File: config.mk
export PLATFORM = sky130hd
export DESIGN_NAME = tepc_counter
export DESIGN_NICKNAME = d
export VERILOG_FILES = /design/src/hdl/tepc_prescaler.v /design/src/hdl/tepc_counter.v
export VERILOG_INCLUDE_DIRS = /design/src /design/src/hdl
export SDC_FILE = /design/constraint.sdc
export NUM_CORES = 1
export LEC_CHECK = 0
export ABC_AREA = 0
export BUFFER_PORTS_ARGS = -buffer_cell sky130_fd_sc_hd__buf_2
export CAP_MARGIN = 40
export CORE_AREA = 3 3 172 174
export CTS_CLUSTER_SIZE = 28
export DETAILED_ROUTE_END_ITERATION = 8
export DIE_AREA = 0 0 175 177
export GPL_TIMING_DRIVEN = 0
export SYNTH_ARGS = -nofsm -noshare
export SYNTH_HDL_FRONTEND = slang
export SYNTH_SLANG_ARGS = --single-unit
export TNS_END_PERCENT = 50
File: constraint.sdc
create_clock -name pclk -period 3.9 [get_ports pclk]
set_input_delay 0.195 -clock pclk [delete_from_list [all_inputs] [get_ports pclk]]
set_output_delay 0.195 -clock pclk [all_outputs]
set_load 0.01 [all_outputs]
File: src/hdl/tepc_regs.vh
// Register offsets, fields, reset values and taps of the event and pulse counter
`ifndef TEPC_REGS_VH
`define TEPC_REGS_VH

// ==========================================================
// Register offsets
`define TEPC_ADDR_CTRL1   8'h00
`define TEPC_ADDR_CTRL2   8'h04
`define TEPC_ADDR_CMP     8'h08
`define TEPC_ADDR_STATUS  8'h0c
`define TEPC_ADDR_SYS     8'h10

// ==========================================================
// Control 1 fields
`define TEPC_C1_RUN       1:0
`define TEPC_C1_MODE      3:2
`define TEPC_C1_SRC       6:4
`define TEPC_C1_CLR       7

// ==========================================================
// Control 2, system and status fields
`define TEPC_C2_EDGE      0
`define TEPC_C2_GEDG      1
`define TEPC_SYS_DV       0
`define TEPC_SYS_SLOW     1
`define TEPC_ST_OVF       0
`define TEPC_ST_PIN       1
`define TEPC_ST_RUN       2

// ==========================================================
// Values and reset values
`define TEPC_RUN_STOP     2'h0
`define TEPC_MODE_TIMER   2'h0
`define TEPC_MODE_EVENT   2'h1
`define TEPC_MODE_PULSE   2'h2
`define TEPC_CNT_W        18
`define TEPC_CNT_MAX      18'h3ffff
`define TEPC_CNT_ZERO     18'h00000
`define TEPC_CMP_RST      18'h00001
`define TEPC_LOW_MASK     18'h007ff
`define TEPC_RST_C1       8'h00
`define TEPC_RST_C2       2'h0
`define TEPC_RST_SYS      2'h0

// ==========================================================
// Source clock selections and divider taps
`define TEPC_SRC_T0       3'h0
`define TEPC_SRC_T1       3'h1
`define TEPC_SRC_T2       3'h2
`define TEPC_SRC_T3       3'h3
`define TEPC_SRC_T4       3'h4
`define TEPC_SRC_FC       3'h5
`define TEPC_SRC_FS       3'h6
`define TEPC_SRC_EXT      3'h7
`define TEPC_HC_T0        23
`define TEPC_HC_T1        13
`define TEPC_HC_T2        11
`define TEPC_HC_T3        7
`define TEPC_HC_T4        3
`define TEPC_LS_T0        15
`define TEPC_LS_T1        5
`define TEPC_LS_T2        3
`define TEPC_FS_DIV       1526
`define TEPC_HC_W         23
`define TEPC_LS_W         15

`endif

File: src/hdl/tepc_prescaler.v
// Divider chain giving high and low clock tap enables
`timescale 1ns/1ps
`default_nettype none
`include "tepc_regs.vh"

module tepc_prescaler #(
  parameter HC_W   = `TEPC_HC_W,
  parameter LS_W   = `TEPC_LS_W,
  parameter FS_DIV = `TEPC_FS_DIV
) (
  input  wire            pclk,
  input  wire            presetn,
  output wire [HC_W:0]   hc_tick,
  output wire [LS_W:0]   ls_tick
);

  // ==========================================================
  // Counters
  reg  [HC_W-1:0] hc;
  reg  [LS_W-1:0] ls;
  reg  [31:0]     fdiv;
  wire            fs_tick;

  assign fs_tick = (fdiv == FS_DIV - 1);

  always @(posedge pclk or negedge presetn) begin
    if (!presetn) begin
      hc   <= {HC_W{1'b0}};
      ls   <= {LS_W{1'b0}};
      fdiv <= 32'h00000000;
    end else begin
      hc <= hc + 1'b1;
      if (fs_tick) begin
        fdiv <= 32'h00000000;
        ls   <= ls + 1'b1;
      end else begin
        fdiv <= fdiv + 32'h00000001;
      end
    end
  end

  // ==========================================================
  // Tap enables: tap i pulses once per 2^i source periods
  genvar i;
  generate
    for (i = 0; i <= HC_W; i = i + 1) begin : g_hc
      wire [HC_W-1:0] m = {HC_W{1'b1}} >> (HC_W - i);
      assign hc_tick[i] = &(hc | ~m);
    end
    for (i = 0; i <= LS_W; i = i + 1) begin : g_ls
      wire [LS_W-1:0] m = {LS_W{1'b1}} >> (LS_W - i);
      assign ls_tick[i] = fs_tick & (&(ls | ~m));
    end
  endgenerate

endmodule // tepc_prescaler
`default_nettype wire

File: src/hdl/tepc_counter.v
// Timer, event counter and pulse width counter with APB registers
`timescale 1ns/1ps
`default_nettype none
`include "tepc_regs.vh"

// Functional notes
// - Timer mode counts one per selected prescaler tick.
// - Timer mode: counter equal to compare raises irq and clears counter.
// - After that clear, counting carries on from zero by itself.
// - Undivided fast clock in slow mode compares upper 7 bits only.
// - Event mode counts once per falling edge of the event pin.
// - Event mode: equality raises irq, clears count, counting then resumes.
// - Pulse mode counts internal ticks while the event pin is high.
// - Pulse mode irq on pin falling edge, or both edges if selected.
// - Without a clear, pulse counting resumes from the held value.
// - Wrap from all ones to zero sets the overflow flag.
// - Overflow flag holds until the counter clear is issued.
// - Pulse mode: stopping while pin high raises the irq.
// - Reading the compare location returns the live counter.
module tepc_counter #(
  parameter FS_DIV = `TEPC_FS_DIV
) (
  input  wire        pclk,
  input  wire        presetn,
  input  wire        psel,
  input  wire        penable,
  input  wire        pwrite,
  input  wire [7:0]  paddr,
  input  wire [31:0] pwdata,
  output reg  [31:0] prdata,
  output reg         pready,
  output reg         pslverr,
  input  wire        event_input_pin,
  output reg         counter_match_irq,
  output reg         overflow_flag
);

  // ==========================================================
  // Address decode
  function is_mapped;
    input [7:0] a;
    begin
      if (a == `TEPC_ADDR_CTRL1) begin
        is_mapped = 1'b1;
      end else if (a == `TEPC_ADDR_CTRL2) begin
        is_mapped = 1'b1;
      end else if (a == `TEPC_ADDR_CMP) begin
        is_mapped = 1'b1;
      end else if (a == `TEPC_ADDR_STATUS) begin
        is_mapped = 1'b1;
      end else if (a == `TEPC_ADDR_SYS) begin
        is_mapped = 1'b1;
      end else begin
        is_mapped = 1'b0;
      end
    end
  endfunction

  // ==========================================================
  // Declarations
  reg  [1:0]                run_control;
  reg  [1:0]                mode;
  reg  [2:0]                source_clock_select;
  reg                       input_edge_select;
  reg                       gate_irq_edge_select;
  reg                       divider_tap_select;
  reg                       slow_mode;
  reg  [`TEPC_CNT_W-1:0]    compare_value;
  reg  [`TEPC_CNT_W-1:0]    count;
  reg                       pin_meta;
  reg                       pin_sync;
  reg                       pin_last;
  reg                       tick;
  reg                       next_pready;
  reg  [31:0]               next_prdata;
  reg  [`TEPC_CNT_W-1:0]    next_count;
  reg                       next_overflow;
  reg                       next_irq;
  reg                       wr_ctrl1;
  reg                       wr_ctrl2;
  reg                       wr_cmp;
  reg                       wr_sys;
  wire [`TEPC_HC_W:0]       hc_tick;
  wire [`TEPC_LS_W:0]       ls_tick;
  wire                      wr_done;
  wire                      running;
  wire                      pin_fall;
  wire                      pin_rise;
  wire                      low_src;
  wire                      inc;
  wire                      masked_cmp;
  wire                      match;
  wire                      clr_req;
  wire                      stop_high;
  wire                      gate_irq;
  wire [`TEPC_CNT_W-1:0]    count_inc;

  // ==========================================================
  // Prescaler
  tepc_prescaler #(
    .HC_W   (`TEPC_HC_W),
    .LS_W   (`TEPC_LS_W),
    .FS_DIV (FS_DIV)
  ) u_prescaler (
    .pclk    (pclk),
    .presetn (presetn),
    .hc_tick (hc_tick),
    .ls_tick (ls_tick)
  );

  // ==========================================================
  // Source clock selection
  assign low_src = divider_tap_select | slow_mode;

  always @* begin
    case (source_clock_select)
      `TEPC_SRC_T0: begin
        tick = low_src ? ls_tick[`TEPC_LS_T0] : hc_tick[`TEPC_HC_T0];
      end
      `TEPC_SRC_T1: begin
        tick = low_src ? ls_tick[`TEPC_LS_T1] : hc_tick[`TEPC_HC_T1];
      end
      `TEPC_SRC_T2: begin
        tick = low_src ? ls_tick[`TEPC_LS_T2] : hc_tick[`TEPC_HC_T2];
      end
      `TEPC_SRC_T3: begin
        tick = ~slow_mode & hc_tick[`TEPC_HC_T3];
      end
      `TEPC_SRC_T4: begin
        tick = ~slow_mode & hc_tick[`TEPC_HC_T4];
      end
      `TEPC_SRC_FC: begin
        tick = hc_tick[0];
      end
      `TEPC_SRC_FS: begin
        tick = ls_tick[0];
      end
      default: begin
        tick = 1'b0;
      end
    endcase
  end

  // ==========================================================
  // Event pin synchroniser and edges
  always @(posedge pclk or negedge presetn) begin
    if (!presetn) begin
      pin_meta <= 1'b0;
      pin_sync <= 1'b0;
      pin_last <= 1'b0;
    end else begin
      pin_meta <= event_input_pin;
      pin_sync <= pin_meta;
      pin_last <= pin_sync;
    end
  end

  assign pin_fall = pin_last & ~pin_sync;
  assign pin_rise = ~pin_last & pin_sync;

  // ==========================================================
  // Write strobes, one per writable register (none for status), only at the completing edge
  always @* begin
    wr_ctrl1 = 1'b0;
    wr_ctrl2 = 1'b0;
    wr_cmp   = 1'b0;
    wr_sys   = 1'b0;
    if (paddr == `TEPC_ADDR_CTRL1) begin
      wr_ctrl1 = wr_done;
    end else if (paddr == `TEPC_ADDR_CTRL2) begin
      wr_ctrl2 = wr_done;
    end else if (paddr == `TEPC_ADDR_CMP) begin
      wr_cmp = wr_done;
    end else if (paddr == `TEPC_ADDR_SYS) begin
      wr_sys = wr_done;
    end
  end

  // ==========================================================
  // Counting, compare and overflow
  assign wr_done   = psel & penable & pready & pwrite;
  assign running   = (run_control != `TEPC_RUN_STOP);
  assign count_inc = count + 1'b1;
  assign clr_req   = wr_ctrl1 & pwdata[`TEPC_C1_CLR];

  assign inc = running & (
      ((mode == `TEPC_MODE_TIMER) & tick) |
      ((mode == `TEPC_MODE_EVENT) & pin_fall) |
      ((mode == `TEPC_MODE_PULSE) & tick & pin_sync));

  // Slow mode on undivided fast clock ignores the low compare bits
  assign masked_cmp = slow_mode & (source_clock_select == `TEPC_SRC_FC);

  assign match = inc & (mode != `TEPC_MODE_PULSE) &
      (((count_inc ^ compare_value) & ~(masked_cmp ? `TEPC_LOW_MASK : `TEPC_CNT_ZERO))
       == `TEPC_CNT_ZERO);

  assign gate_irq = running & (mode == `TEPC_MODE_PULSE) &
      (pin_fall | (gate_irq_edge_select & pin_rise));

  assign stop_high = wr_ctrl1 &
      (pwdata[`TEPC_C1_RUN] == `TEPC_RUN_STOP) &
      (mode == `TEPC_MODE_PULSE) & pin_sync;

  // ==========================================================
  // Next count: clear beats match, match beats increment
  always @* begin
    next_count = count;
    if (clr_req) begin
      next_count = `TEPC_CNT_ZERO;
    end else if (match) begin
      next_count = `TEPC_CNT_ZERO;
    end else if (inc) begin
      next_count = count_inc;
    end
  end

  // ==========================================================
  // Next overflow: a wrap in the same cycle as a clear wins
  always @* begin
    next_overflow = overflow_flag;
    if (inc & (count == `TEPC_CNT_MAX)) begin
      next_overflow = 1'b1;
    end else if (clr_req) begin
      next_overflow = 1'b0;
    end
  end

  // ==========================================================
  // Next interrupt: one-cycle pulse from match, gate edge or stop
  always @* begin
    next_irq = 1'b0;
    if (match) begin
      next_irq = 1'b1;
    end else if (gate_irq) begin
      next_irq = 1'b1;
    end else if (stop_high) begin
      next_irq = 1'b1;
    end
  end

  always @(posedge pclk or negedge presetn) begin
    if (!presetn) begin
      count             <= `TEPC_CNT_ZERO;
      overflow_flag     <= 1'b0;
      counter_match_irq <= 1'b0;
    end else begin
      count             <= next_count;
      overflow_flag     <= next_overflow;
      counter_match_irq <= next_irq;
    end
  end

  // ==========================================================
  // Register writes
  always @(posedge pclk or negedge presetn) begin
    if (!presetn) begin
      run_control         <= `TEPC_RUN_STOP;
      mode                <= `TEPC_MODE_TIMER;
      source_clock_select <= `TEPC_SRC_T0;
    end else if (wr_ctrl1) begin
      run_control         <= pwdata[`TEPC_C1_RUN];
      mode                <= pwdata[`TEPC_C1_MODE];
      source_clock_select <= pwdata[`TEPC_C1_SRC];
    end
  end

  always @(posedge pclk or negedge presetn) begin
    if (!presetn) begin
      input_edge_select    <= 1'b0;
      gate_irq_edge_select <= 1'b0;
    end else if (wr_ctrl2) begin
      input_edge_select    <= pwdata[`TEPC_C2_EDGE];
      gate_irq_edge_select <= pwdata[`TEPC_C2_GEDG];
    end
  end

  always @(posedge pclk or negedge presetn) begin
    if (!presetn) begin
      compare_value <= `TEPC_CMP_RST;
    end else if (wr_cmp) begin
      compare_value <= pwdata[`TEPC_CNT_W-1:0];
    end
  end

  always @(posedge pclk or negedge presetn) begin
    if (!presetn) begin
      divider_tap_select <= 1'b0;
      slow_mode          <= 1'b0;
    end else if (wr_sys) begin
      divider_tap_select <= pwdata[`TEPC_SYS_DV];
      slow_mode          <= pwdata[`TEPC_SYS_SLOW];
    end
  end

  // ==========================================================
  // Read data
  always @* begin
    next_prdata = 32'h00000000;
    if (paddr == `TEPC_ADDR_CTRL1) begin
      next_prdata[`TEPC_C1_RUN]  = run_control;
      next_prdata[`TEPC_C1_MODE] = mode;
      next_prdata[`TEPC_C1_SRC]  = source_clock_select;
    end else if (paddr == `TEPC_ADDR_CTRL2) begin
      next_prdata[`TEPC_C2_EDGE] = input_edge_select;
      next_prdata[`TEPC_C2_GEDG] = gate_irq_edge_select;
    end else if (paddr == `TEPC_ADDR_CMP) begin
      next_prdata[`TEPC_CNT_W-1:0] = count;
    end else if (paddr == `TEPC_ADDR_STATUS) begin
      next_prdata[`TEPC_ST_OVF] = overflow_flag;
      next_prdata[`TEPC_ST_PIN] = pin_sync;
      next_prdata[`TEPC_ST_RUN] = running;
    end else if (paddr == `TEPC_ADDR_SYS) begin
      next_prdata[`TEPC_SYS_DV]   = divider_tap_select;
      next_prdata[`TEPC_SYS_SLOW] = slow_mode;
    end
  end

  // ==========================================================
  // APB handshake: one wait state per access
  always @* begin
    next_pready = psel & penable & ~pready;
  end

  always @(posedge pclk or negedge presetn) begin
    if (!presetn) begin
      pready  <= 1'b0;
      pslverr <= 1'b0;
      prdata  <= 32'h00000000;
    end else begin
      pready <= next_pready;
      if (next_pready) begin
        pslverr <= ~is_mapped(paddr);
        prdata  <= pwrite ? 32'h00000000 : next_prdata;
      end else begin
        pslverr <= 1'b0;
        prdata  <= 32'h00000000;
      end
    end
  end

endmodule // tepc_counter
`default_nettype wire

==> Word-level counts from Yosys, hierarchy flattened <==
Cells that the tools add are included.
{ "op_classes": {"addsub": 4, "n_mul": 0, "div_mod_pow": 0, "n_lt_le_gt_ge": 0, "n_eq_ne": 15, "shifts": 0, "mux": 42, "bitwise": 39, "n_reduce_logical": 16} }
{ "op_table": {"columns": ["cell", "count"], "rows": [
  ["$mux W18", 5],
  ["$add A32 B1 Y32 const B", 1],
  ["$eq A32 B11 Y1 const B", 1],
  ["$mux W32", 1],
  ["$and A1 B1 Y1", 27],
  ["$mux W1", 26],
  ["$add A23 B1 Y23 const B", 1],
  ["$reduce_and A23 Y1", 1],
  ["$mux W11", 2],
  ["$add A18 B1 Y18 const B", 1],
  ["$and A18 B18 Y18", 1],
  ["$eq A18 B18 Y1 const B", 1],
  ["$logic_not A18 Y1", 1],
  ["$not A11 Y18", 1],
  ["$xor A18 B18 Y18", 1],
  ["$eq A8 B4 Y1 const B", 2],
  ["$mux W16", 1],
  ["$add A15 B1 Y15 const B", 1],
  ["$mux W15", 1],
  ["$reduce_and A15 Y1", 1],
  ["$reduce_and A13 Y1", 1],
  ["$reduce_and A11 Y1", 1],
  ["$eq A3 B3 Y1 const B", 3],
  ["$eq A8 B3 Y1 const B", 1],
  ["20 further kinds", 33]
]} }
{ "word_totals": {"register_bits": 156, "latch_bits": 0, "ramBits": 0, "mem_bits_ro": 0, "in_bits": 46, "output_inout_bits": 36, "elab_cells": 136, "mem_count": 0} }

==> Depth between registers and ports, before layout <==
Gate-level depths: netlist of the first run.
{ "depth": {"ltp_word": 12, "depth_mapped": 11, "mapped_depth_nobuf": 9} }

==> Hierarchy <==
A second synthesis of the first run with hierarchy kept.
{ "unflattened": {"hier_cells": 713, "area_unflattened_um2": 7488.4} }
{ "by_module_without_submodules": {"columns": ["mod", "n_inst", "cells_per_inst", "area_per_inst_um2", "seq_area_each_um2"], "rows": [
  ["tepc_counter", 1, 396, 4080.2, 1803.0],
  ["tepc_prescaler", 1, 317, 3408.3, 1751.7]
]} }

==> Least setup slack after synthesis of the first run <==
Ideal clock, no wire load.
{ "synth_path": {"path_kind": "register to register", "startpoint": "reg count[0]", "endpoint": "reg count[11]", "setup_ps": 126, "arrival_ps": 2793, "setup_slack_ps": 981, "stages_incl_launch_ff": 11, "n_path_buf": 2, "synth_period_minus_slack_ps": 2919, "path_cell_list": "dfrtp_1 -> ha_1 -> nand3_4 -> or4_1 -> buf_2 -> or4b_4 -> o211ai_2 -> a21oi_2 -> o41ai_4 -> buf_6 -> a21oi_1"} }
{ "synth_between": {"elab_chain_len": 7} }
{ "synth_lines": {"columns": ["element", "line_no", "rtl"], "rows": [
  ["start, declared", "tepc_counter.v:69", "reg [`TEPC_CNT_W-1:0] count;"],
  ["start signal, assigned", "tepc_counter.v:244", "count <= `TEPC_CNT_ZERO;"],
  ["start signal, assigned", "tepc_counter.v:248", "count <= next_count;"],
  ["$add A18 B1 Y18 *", "tepc_counter.v:183", "assign count_inc = count + 1'b1;"],
  ["$xor A18 B18 Y18", "tepc_counter.v:195", "(((count_inc ^ compare_value) & ~(masked_cmp ? `TEPC_LOW_MASK : `TEPC_CNT_ZERO))"],
  ["$and A18 B18 Y18", "tepc_counter.v:195", null],
  ["$logic_not A18 Y1 (no line)", null, null],
  ["$and A1 B1 Y1", "tepc_counter.v:194", "assign match = inc & (mode != `TEPC_MODE_PULSE) &"],
  ["$mux W18", "tepc_counter.v:211", "end else if (match) begin"],
  ["$mux W18", "tepc_counter.v:209", "if (clr_req) begin"]
]} }
Every way passes the cells marked *; elsewhere a longest branch is shown, timed or not. The select of a mux whose other input is x is not followed.
A chain may end at the register's enable or synchronous reset.

==> Worst setup path after layout of the first run <==
{ "layout_path": {"startpoint": "reg count[0]", "endpoint": "reg count[14]"} }
The elaborated chain is that of the path after synthesis.

==> impl.org, run 1 <==
** Timing
- After layout, the worst setup slack is between 400 and 500 ps.
- Shortest clock period the worst path allows after layout :: 3470 ps
- Worst slew margin relative to its limit :: 0.408
- Based on the critical path, the design can be clocked at up to between 0.2 and 0.3 GHz.
- Setup violations remaining at the end of the flow were counted as 0.
- The number of hold-slack violations in the final timing report came to 0.
- Number of pins exceeding their max-slew limit in the final report :: 0
- At the pin with the least slew margin, the transition time is a little under 900 ps.
- Hold is met by 18.2 ps.
- On the final layout, the worst clock skew is about 9.7 ps.
- Summed over all failing endpoints, the final setup total negative slack is 0 ps.
- Setup repair after global routing left no endpoint under its margin.
- Share of the clock period used by the worst path after layout :: 0.890

** Power and ir drop
- Int Pwr :: 2.69 mW
- Of the total power, registers draw 0.440.
- Net switching power :: 0.672 mW
- VDD sags by at most 0.000277 V.
- The analysis attributes to cell leakage a power of 3.89 nW.
- Part of the total power dissipated in the clock network :: 0.533
- Net switching share of the total power :: 0.200
- Of the total power, combinational logic draws 0.027.
- Power Dens Cells :: 395 nW/um2

** Setup path
- CP Launch Point :: count[0]
- Internal reg-to-reg setup slack :: 430 ps
- The worst setup path is launched from a register.
- Reg-to-reg critical path endpoint :: count[14]
- Data on the critical path arrives at its endpoint at 3760 ps.
- Number of cells on the worst reg-to-reg path :: 10
- Largest fanout on the critical path :: 10
- The critical path is of the reg -> reg type.
- Critical Path Sink Type :: register
- Required @ worst endpoint :: 4190 ps
- The most critical setup path has its endpoint at count[14].
- In this run the critical register-to-register path is launched from count[0].

** Layout
- Final #Nets :: 789
- Excluding fillers, the count of instances in the completed layout stands at 1124.
- In the final layout, the share of cells above drive strength 1 is 0.212.
- Inserted Diodes :: 0
- After routing the design area is about 8500 um2.
- From synthesis to final layout, the design area changed by 22.0%.
- The filler cells instantiated in the layout total 2869.

** Clocking
- Clock-pin slew was measured on the worst setup and hold paths at 60 ps.
- CTS Root Cell :: clkbuf_16
- Total CTS buffers :: 17
- Count of buffers added by post-CTS timing repair for setup :: 0
- The clock reaches the later pin of the worst-skew pair after 420 ps.
- TritonCTS built the clock tree.
- Maximum number of buffers from clock root to sink :: 2
- Number of H-tree branching levels :: 4
- The clock net in this run drives a total of 142 sinks.

** Synthesis
- Portion of synthesized cell area occupied by the leading cell type :: 0.506
- Of all flip-flops after synthesis, the portion carrying an async set or reset was 1.00.
- Counting flops with a built-in enable in the synthesized netlist gives 0.
- Top post-synthesis cells by area :: dfrtp_1 (51%), xnor2_1 (7.7%), mux2_2 (5.5%)
- Area of the mapped netlist :: roughly 7000 um2
- Primary FF master, synth :: dfrtp_1
- Number of distinct standard cells referenced by the synthesized netlist :: 65
- The biggest area contributor in the post-synthesis netlist is dfrtp_1.
- Synthesized instance count :: about 640
- Register bit total from synthesis :: 142
- Share of synthesized area occupied by flip-flops and latches :: 0.510
- For this run, the number of Yosys warnings is 0.
- In this run the mean area of a mapped cell was ~11 um2.

** Status
- Run status :: finished, final reports clean

** Global routing
- Entering global routing, the biggest net connects 93 pins.
- The first global-routing pass estimated 25400 um of wire.
- Across every metal layer, demand over resource in global routing totals 0.102.
- After global routing the overflow that remains totals 0.
- The initial antenna violation count came to 1.
- Number of global-route vias before repair :: 4910

** Worst hold path
- The worst hold path belongs to the class in -> reg.

** Routing
- Routed wire length :: roughly 15000 um
- Detailed-routing iteration count for the pre-antenna-repair pass :: 4
- The first routing iteration left 325 violations.
- Dividing the detail-routed via count by the number of cells gives approximately 4.5.
- Final antenna-violating net count :: 0
- For this run, design rule violations remaining after detail routing come to 0.
- In the final routed layout, each cell accounts on average for 13.5 um.
- For this block, the via count after detailed routing is 5017.

** Place
- Total of buffers placed on input and output ports :: 52
- Setup slack at placement :: 440 ps
- Total cell area at the placement stage :: 7790 um2
- In this run, placement finished with an instance count of 1087.
- Estimated wirelength of the detail-placed design :: 10700 um
- Routability-driven placement finished with a final weighted congestion of 0.810.

** Floorplanning
- Number of placed I/O pins :: 82
- Number of placement rows :: 61
- Die Wd :: around 180 um
- Die Span Y :: 177 um
- Starting density of the core :: 0.250
- Die ar. :: slightly above 30000 um2
- Core Area :: 27900 um2

** Run
- Max-cap check violation count :: 0
state kept, by name, summed over array words and instances, names as in the netlist:
name,count
u_prescaler.fdiv,32
pin_meta,1
overflow_flag,1
input_edge_select,1
prdata,18
gate_irq_edge_select,1
counter_match_irq,1
u_prescaler.hc,23
run_control,2
pslverr,1
pin_sync,1
compare_value,18
slow_mode,1
count,18
u_prescaler.ls,15
source_clock_select,3
divider_tap_select,1
mode,2
pin_last,1
pready,1
worst max-delay path, stage by stage, from the launching register on:
cell	delay, ps
dfrtp_1	540
ha_1	360
nand3_4	150
or4_1	520
buf_2	180
or4b_4	490
o211ai_2	80
a21oi_2	130
o41ai_4	590
buf_6	240
a21oi_1	60
placed cells by master (no fill, tap or decap), types with 7 or more instances in the layout:
cell type / synthesis / layout
ha_1: 8 / 8
buf_2: 6 / 57
dlygate4sd3_1: 0 / 7
nor3_1: 9 / 9
xnor2_1: 61 / 61
a21oi_1: 21 / 21
clkbuf_16: 0 / 17
nand3_1: 23 / 23
or3_1: 15 / 15
and2_1: 18 / 18
xor2_1: 25 / 25
inv_1: 8 / 8
conb_1: 1 / 14
nor4_1: 12 / 12
nor2_1: 40 / 40
clkbuf_1: 10 / 10
dfrtp_1: 141 / 141
and4_1: 7 / 7
mux2_2: 34 / 34
nand2_1: 50 / 50
nand4_1: 23 / 23
buf_4: 17 / 17
o21ai_0: 20 / 20
and3_1: 19 / 19
worst min-delay path by stage:
stage / start / to / cells after the start
3_3_place_gp: event_input_pin / pin_meta / 1
6_report: pwdata[15] / compare_value[15] / 2
3_5_place_dp: presetn / count[2] / 1
2_1_floorplan: presetn / compare_value[10] / 0
4_1_cts: pwdata[15] / compare_value[15] / 2
5_1_grt: pwdata[11] / compare_value[11] / 2
layer usage:
metal | routed length [um] | track usage
met2 | 7240 | 0.167
met4 | 180 | 0.0293
met3 | 621 | 0.0266
met1 | 7130 | 0.133
met5 | 0 | 0
timing repair:
| action | in CTS | in global routing |
|---|---|---|
| endpoints found under the hold margin | 56 | 0 |
| gates resized for setup | 0 | 0 |
| hold buffers | 7 | 0 |
| endpoints found under the setup margin | 0 | 0 |
power groups by stage:
stage	registers (mW)	clock network, mW	logic [mW]
3_5_place_dp	1.51	0	0.0888
2_1_floorplan	1.51	0	0.0298
6_report	1.48	1.79	0.0917
5_1_grt	1.48	1.91	0.105
3_3_place_gp	1.51	0	0.0842
4_1_cts	1.48	1.84	0.0947
area by class of cell:
class                   count  area (um2)  area share
flip-flops and latches    142        3550       0.418
multi-input cells         471        3230       0.379
well taps                 378         473      0.0556
clock buffers              20         467      0.0548
repair buffers             60         364      0.0428
plain buffers              35         211      0.0248
clock inverters            10         185      0.0218
inverters                   8        30.0     0.00353
per-stage QoR:
| step | util | power [mW] |
|---|---|---|
| 2_1_floorplan | - | 1.54 |
| 3_3_place_gp | 0.278 | 1.59 |
| 3_5_place_dp | 0.279 | 1.60 |
| 4_1_cts | 0.305 | 3.41 |
| 5_1_grt | 0.305 | 3.49 |
| 6_report | 0.305 | 3.37 |
Yosys cell counts, drive strengths merged (19+ instances only):
master  count
and2       19
nand2      50
o21ai      20
buf        24
and3       19
xor2       25
nor2       44
a21oi      22
nand4      23
xnor2      61
dfrtp     141
mux2       34
nand3      25
logic make-up after synthesis:
kind of cell / share of synthesized area
flip-flops: 0.510
multiplexers: 0.0549
buffers and inverters: 0.0346
AND/OR/NAND/NOR: 0.198
AO/OA/AOI/OAI: 0.0804
other: 0.000538
adder cells (fa/ha/maj): 0.0144
XOR/XNOR: 0.108
(Power assumes the default switching activity.)
==> inputs of run 2 (changes only) <==
--- a/config.mk
+++ b/config.mk
@@ -14,6 +14,7 @@
 export DETAILED_ROUTE_END_ITERATION = 8
 export DIE_AREA = 0 0 175 177
 export GPL_TIMING_DRIVEN = 0
+export HOLD_SLACK_MARGIN = 0.1
 export SYNTH_ARGS = -nofsm -noshare
 export SYNTH_HDL_FRONTEND = slang
 export SYNTH_SLANG_ARGS = --single-unit
==> impl.org, run 2 (synthesis results as in run 1) <==
** Setup path
- Number of cells on the worst reg-to-reg path :: 10
- At the worst endpoint, the required time is 4190 ps.
- Category of the critical setup timing path :: reg -> reg
- Critical Path Sink Type :: register
- The signal on the critical path passes through ha_1, nand3_4, or4_1, buf_2, or4b_4, o211ai_2, a21oi_2, o41ai_4, buf_6, a21oi_1.
- In this run the critical register-to-register path is launched from count[0].
- Among all stages on the critical path, the largest delay is contributed by o41ai_4.
- Startpoint kind of the worst setup timing path :: register
- Internal reg-to-reg setup slack :: 450 ps
- Largest fanout on the critical path :: 10
- Critical path data arrival time :: 3740 ps
- Setup crit end :: count[14]
- In this run the worst setup path begins at count[0].
- The largest single stage delay on the critical path is 590 ps.
- In this run the critical register-to-register path is captured at count[14].

** Place
- Total cell area at the placement stage :: 7790 um2
- Detailed placement finished with a half-perimeter wire length of 10700 um.
- Buffers placed on the I/O ports in this run total 52.
- At the end of routability-driven placement, the weighted congestion stood at slightly above 0.8.

** Layout
- Leaving out fill and tap cells, the most frequent cell in the layout is dfrtp_1.
- More flip-flops sit in one register than any other, and that register is u_prescaler.fdiv.
- Design area :: 8700 um2
- Leading registers by flop count :: u_prescaler.fdiv (32), u_prescaler.hc (23)
- Layout area overhead :: 24.8%
- Number of flip-flops in the largest register :: 32
- Final #Nets :: just over 800
- Once layout is complete, the utilization of the core stands at 0.312.
- After filler insertion, the fill cell instance count of the layout stands at 2849.
- In the layout the commonest cells are dfrtp_1 (141), xnor2_1 (61), buf_2 (57).
- Inserted Diodes :: 0
- Ratio of cells with drive above 1 in the final layout :: 0.207

** Timing
- The tightest hold path in the finished design has a slack of between 200 and 250 ps.
- Hold Vio Cnt, Final :: 0
- Setup violations remaining at the end of the flow were counted as 0.
- Dividing the final minimum period by the clock period gives 0.885.
- Timing-limited maximum frequency :: roughly 0.29 GHz
- Worst clock skew :: 8.52 ps
- Setup repair after global routing missed its margin :: false
- Measured against its own limit, the worst slew margin works out to 0.419.
- Total Neg Setup Slack :: 0 ps
- The count of final max-slew check failures came to 0.
- Shortest clock period the worst path allows after layout :: 3450 ps
- For the pin with the worst max-slew slack, the measured transition is 864 ps.

** Routing
- Total vias in the final route :: 5092
- The first detailed-routing pass ran for 4 iterations.
- Via count normalized by instance count :: 4.45
- For this block, the routed nets add up to 15400 um of wire.
- In the final routed layout, each cell accounts on average for 13.4 um.
- Drt first-iter violations :: 310
- Once detail routing completed, the nets flagged for antenna violations numbered 0.
- # DRC :: 0

** Clocking
- Number of clock sinks :: around 140
- Clock insertion delay at the later pin of the skew report :: 420 ps
- CTS placed an instance of clkbuf_16 at the clock tree root.
- Total CTS buffers :: 17
- Maximum number of buffers from clock root to sink :: 2
- Clock slew seen by the registers of the worst setup and hold paths :: 60 ps
- TritonCTS built the clock tree.
- Cts repair resizes :: 0
- The number of setup buffers added after CTS is 0.
- In this run the number of H-tree levels came out at 4.

** Global routing
- Global-route wire length before repair :: 25800 um
- The total overflow left after global routing is 0.
- Entering global routing, the biggest net connects 93 pins.
- The number of global-route vias before repair came to between 5k and 6k.
- The initial antenna violation count came to 1.
- In the global route stage, overall resource usage came out at 0.104.

** Floorplanning
- During I/O placement, the number of pins put on the boundary was 82.
- The initial utilization of the core area, before any placement, comes to 0.250.
- Die ar. :: 31000 um2
- Die Span Y :: 177 um
- The die is about 180 um wide.
- Number of placement rows :: approximately 60
- Core Area :: 27900 um2

** Worst hold path
- Worst min-delay path class :: in -> reg

** Power and ir drop
- Power Dens Cells :: 389 nW/um2
- Largest vdd supply drop :: 0.000276 V
- Summed over all cells, the static leakage comes to 3.97 nW.

** Run
- Across the run, the number of max-cap violations was 0.

** Status
- Run status :: finished, final reports clean
[run 2: final cells by class]
class                      count  area, um2  area share
sequential                   142       3550       0.408
multi-input combinational    471       3230       0.371
timing repair buffer          79        554      0.0637
tap                          378        473      0.0543
clock buffer                  20        467      0.0536
buffer                        35        211      0.0243
clock inverter                10        185      0.0213
inverter                       8       30.0     0.00345
[run 2: routing by layer]
layer,GRT usage,vias to the layer above,share of wire
met2,0.171,79,0.48
met1,0.133,2496,0.47
li1,-,2490,-
met3,0.0283,25,0.041
met5,0,-,0.00085
met4,0.0306,2,0.017
[run 2: timing repair]
item                                    4_1_cts  5_1_grt
endpoints found under the hold margin        81        0
hold buffers                                 26        0
endpoints found under the setup margin        0        0
[run 2: report_power, final]
part	switching (mW)	internal, mW
Clock	0.614	1.18
Combinational	0.0588	0.0477
Sequential	0.00377	1.48
Total	0.676	2.71
[run 2: worst min path at each step]
| stage | cells after the start | endpoint | start | slack [ps] |
|---|---|---|---|---|
| 4_1_cts | 3 | pslverr | paddr[4] | 180 |
| 6_report | 3 | pslverr | paddr[4] | 210 |
| 3_5_place_dp | 1 | count[2] | presetn | 180 |
| 5_1_grt | 3 | pslverr | paddr[3] | 220 |
| 2_1_floorplan | 0 | compare_value[10] | presetn | -100 |
| 3_3_place_gp | 1 | pin_meta | event_input_pin | 310 |
[run 2: worst max-delay path: cells and delay by family, from the launching register on]
family	cells	cell delay, ps
and+or+nand+nor	3	1160
AOI/OAI and AO/OA	4	860
DFF	1	530
buffers and inverters	2	420
adders and majority gates	1	360
[run 2: through the flow]
stage                     power (mW)  setup WS (ps)  instances
after detailed placement        1.60            440       1087
final                           3.38            447       1143
after CTS                       3.42            448       1143
after floorplan                 1.54            981        656
after global routing            3.51            189       1143
after global placement          1.59            496       1086
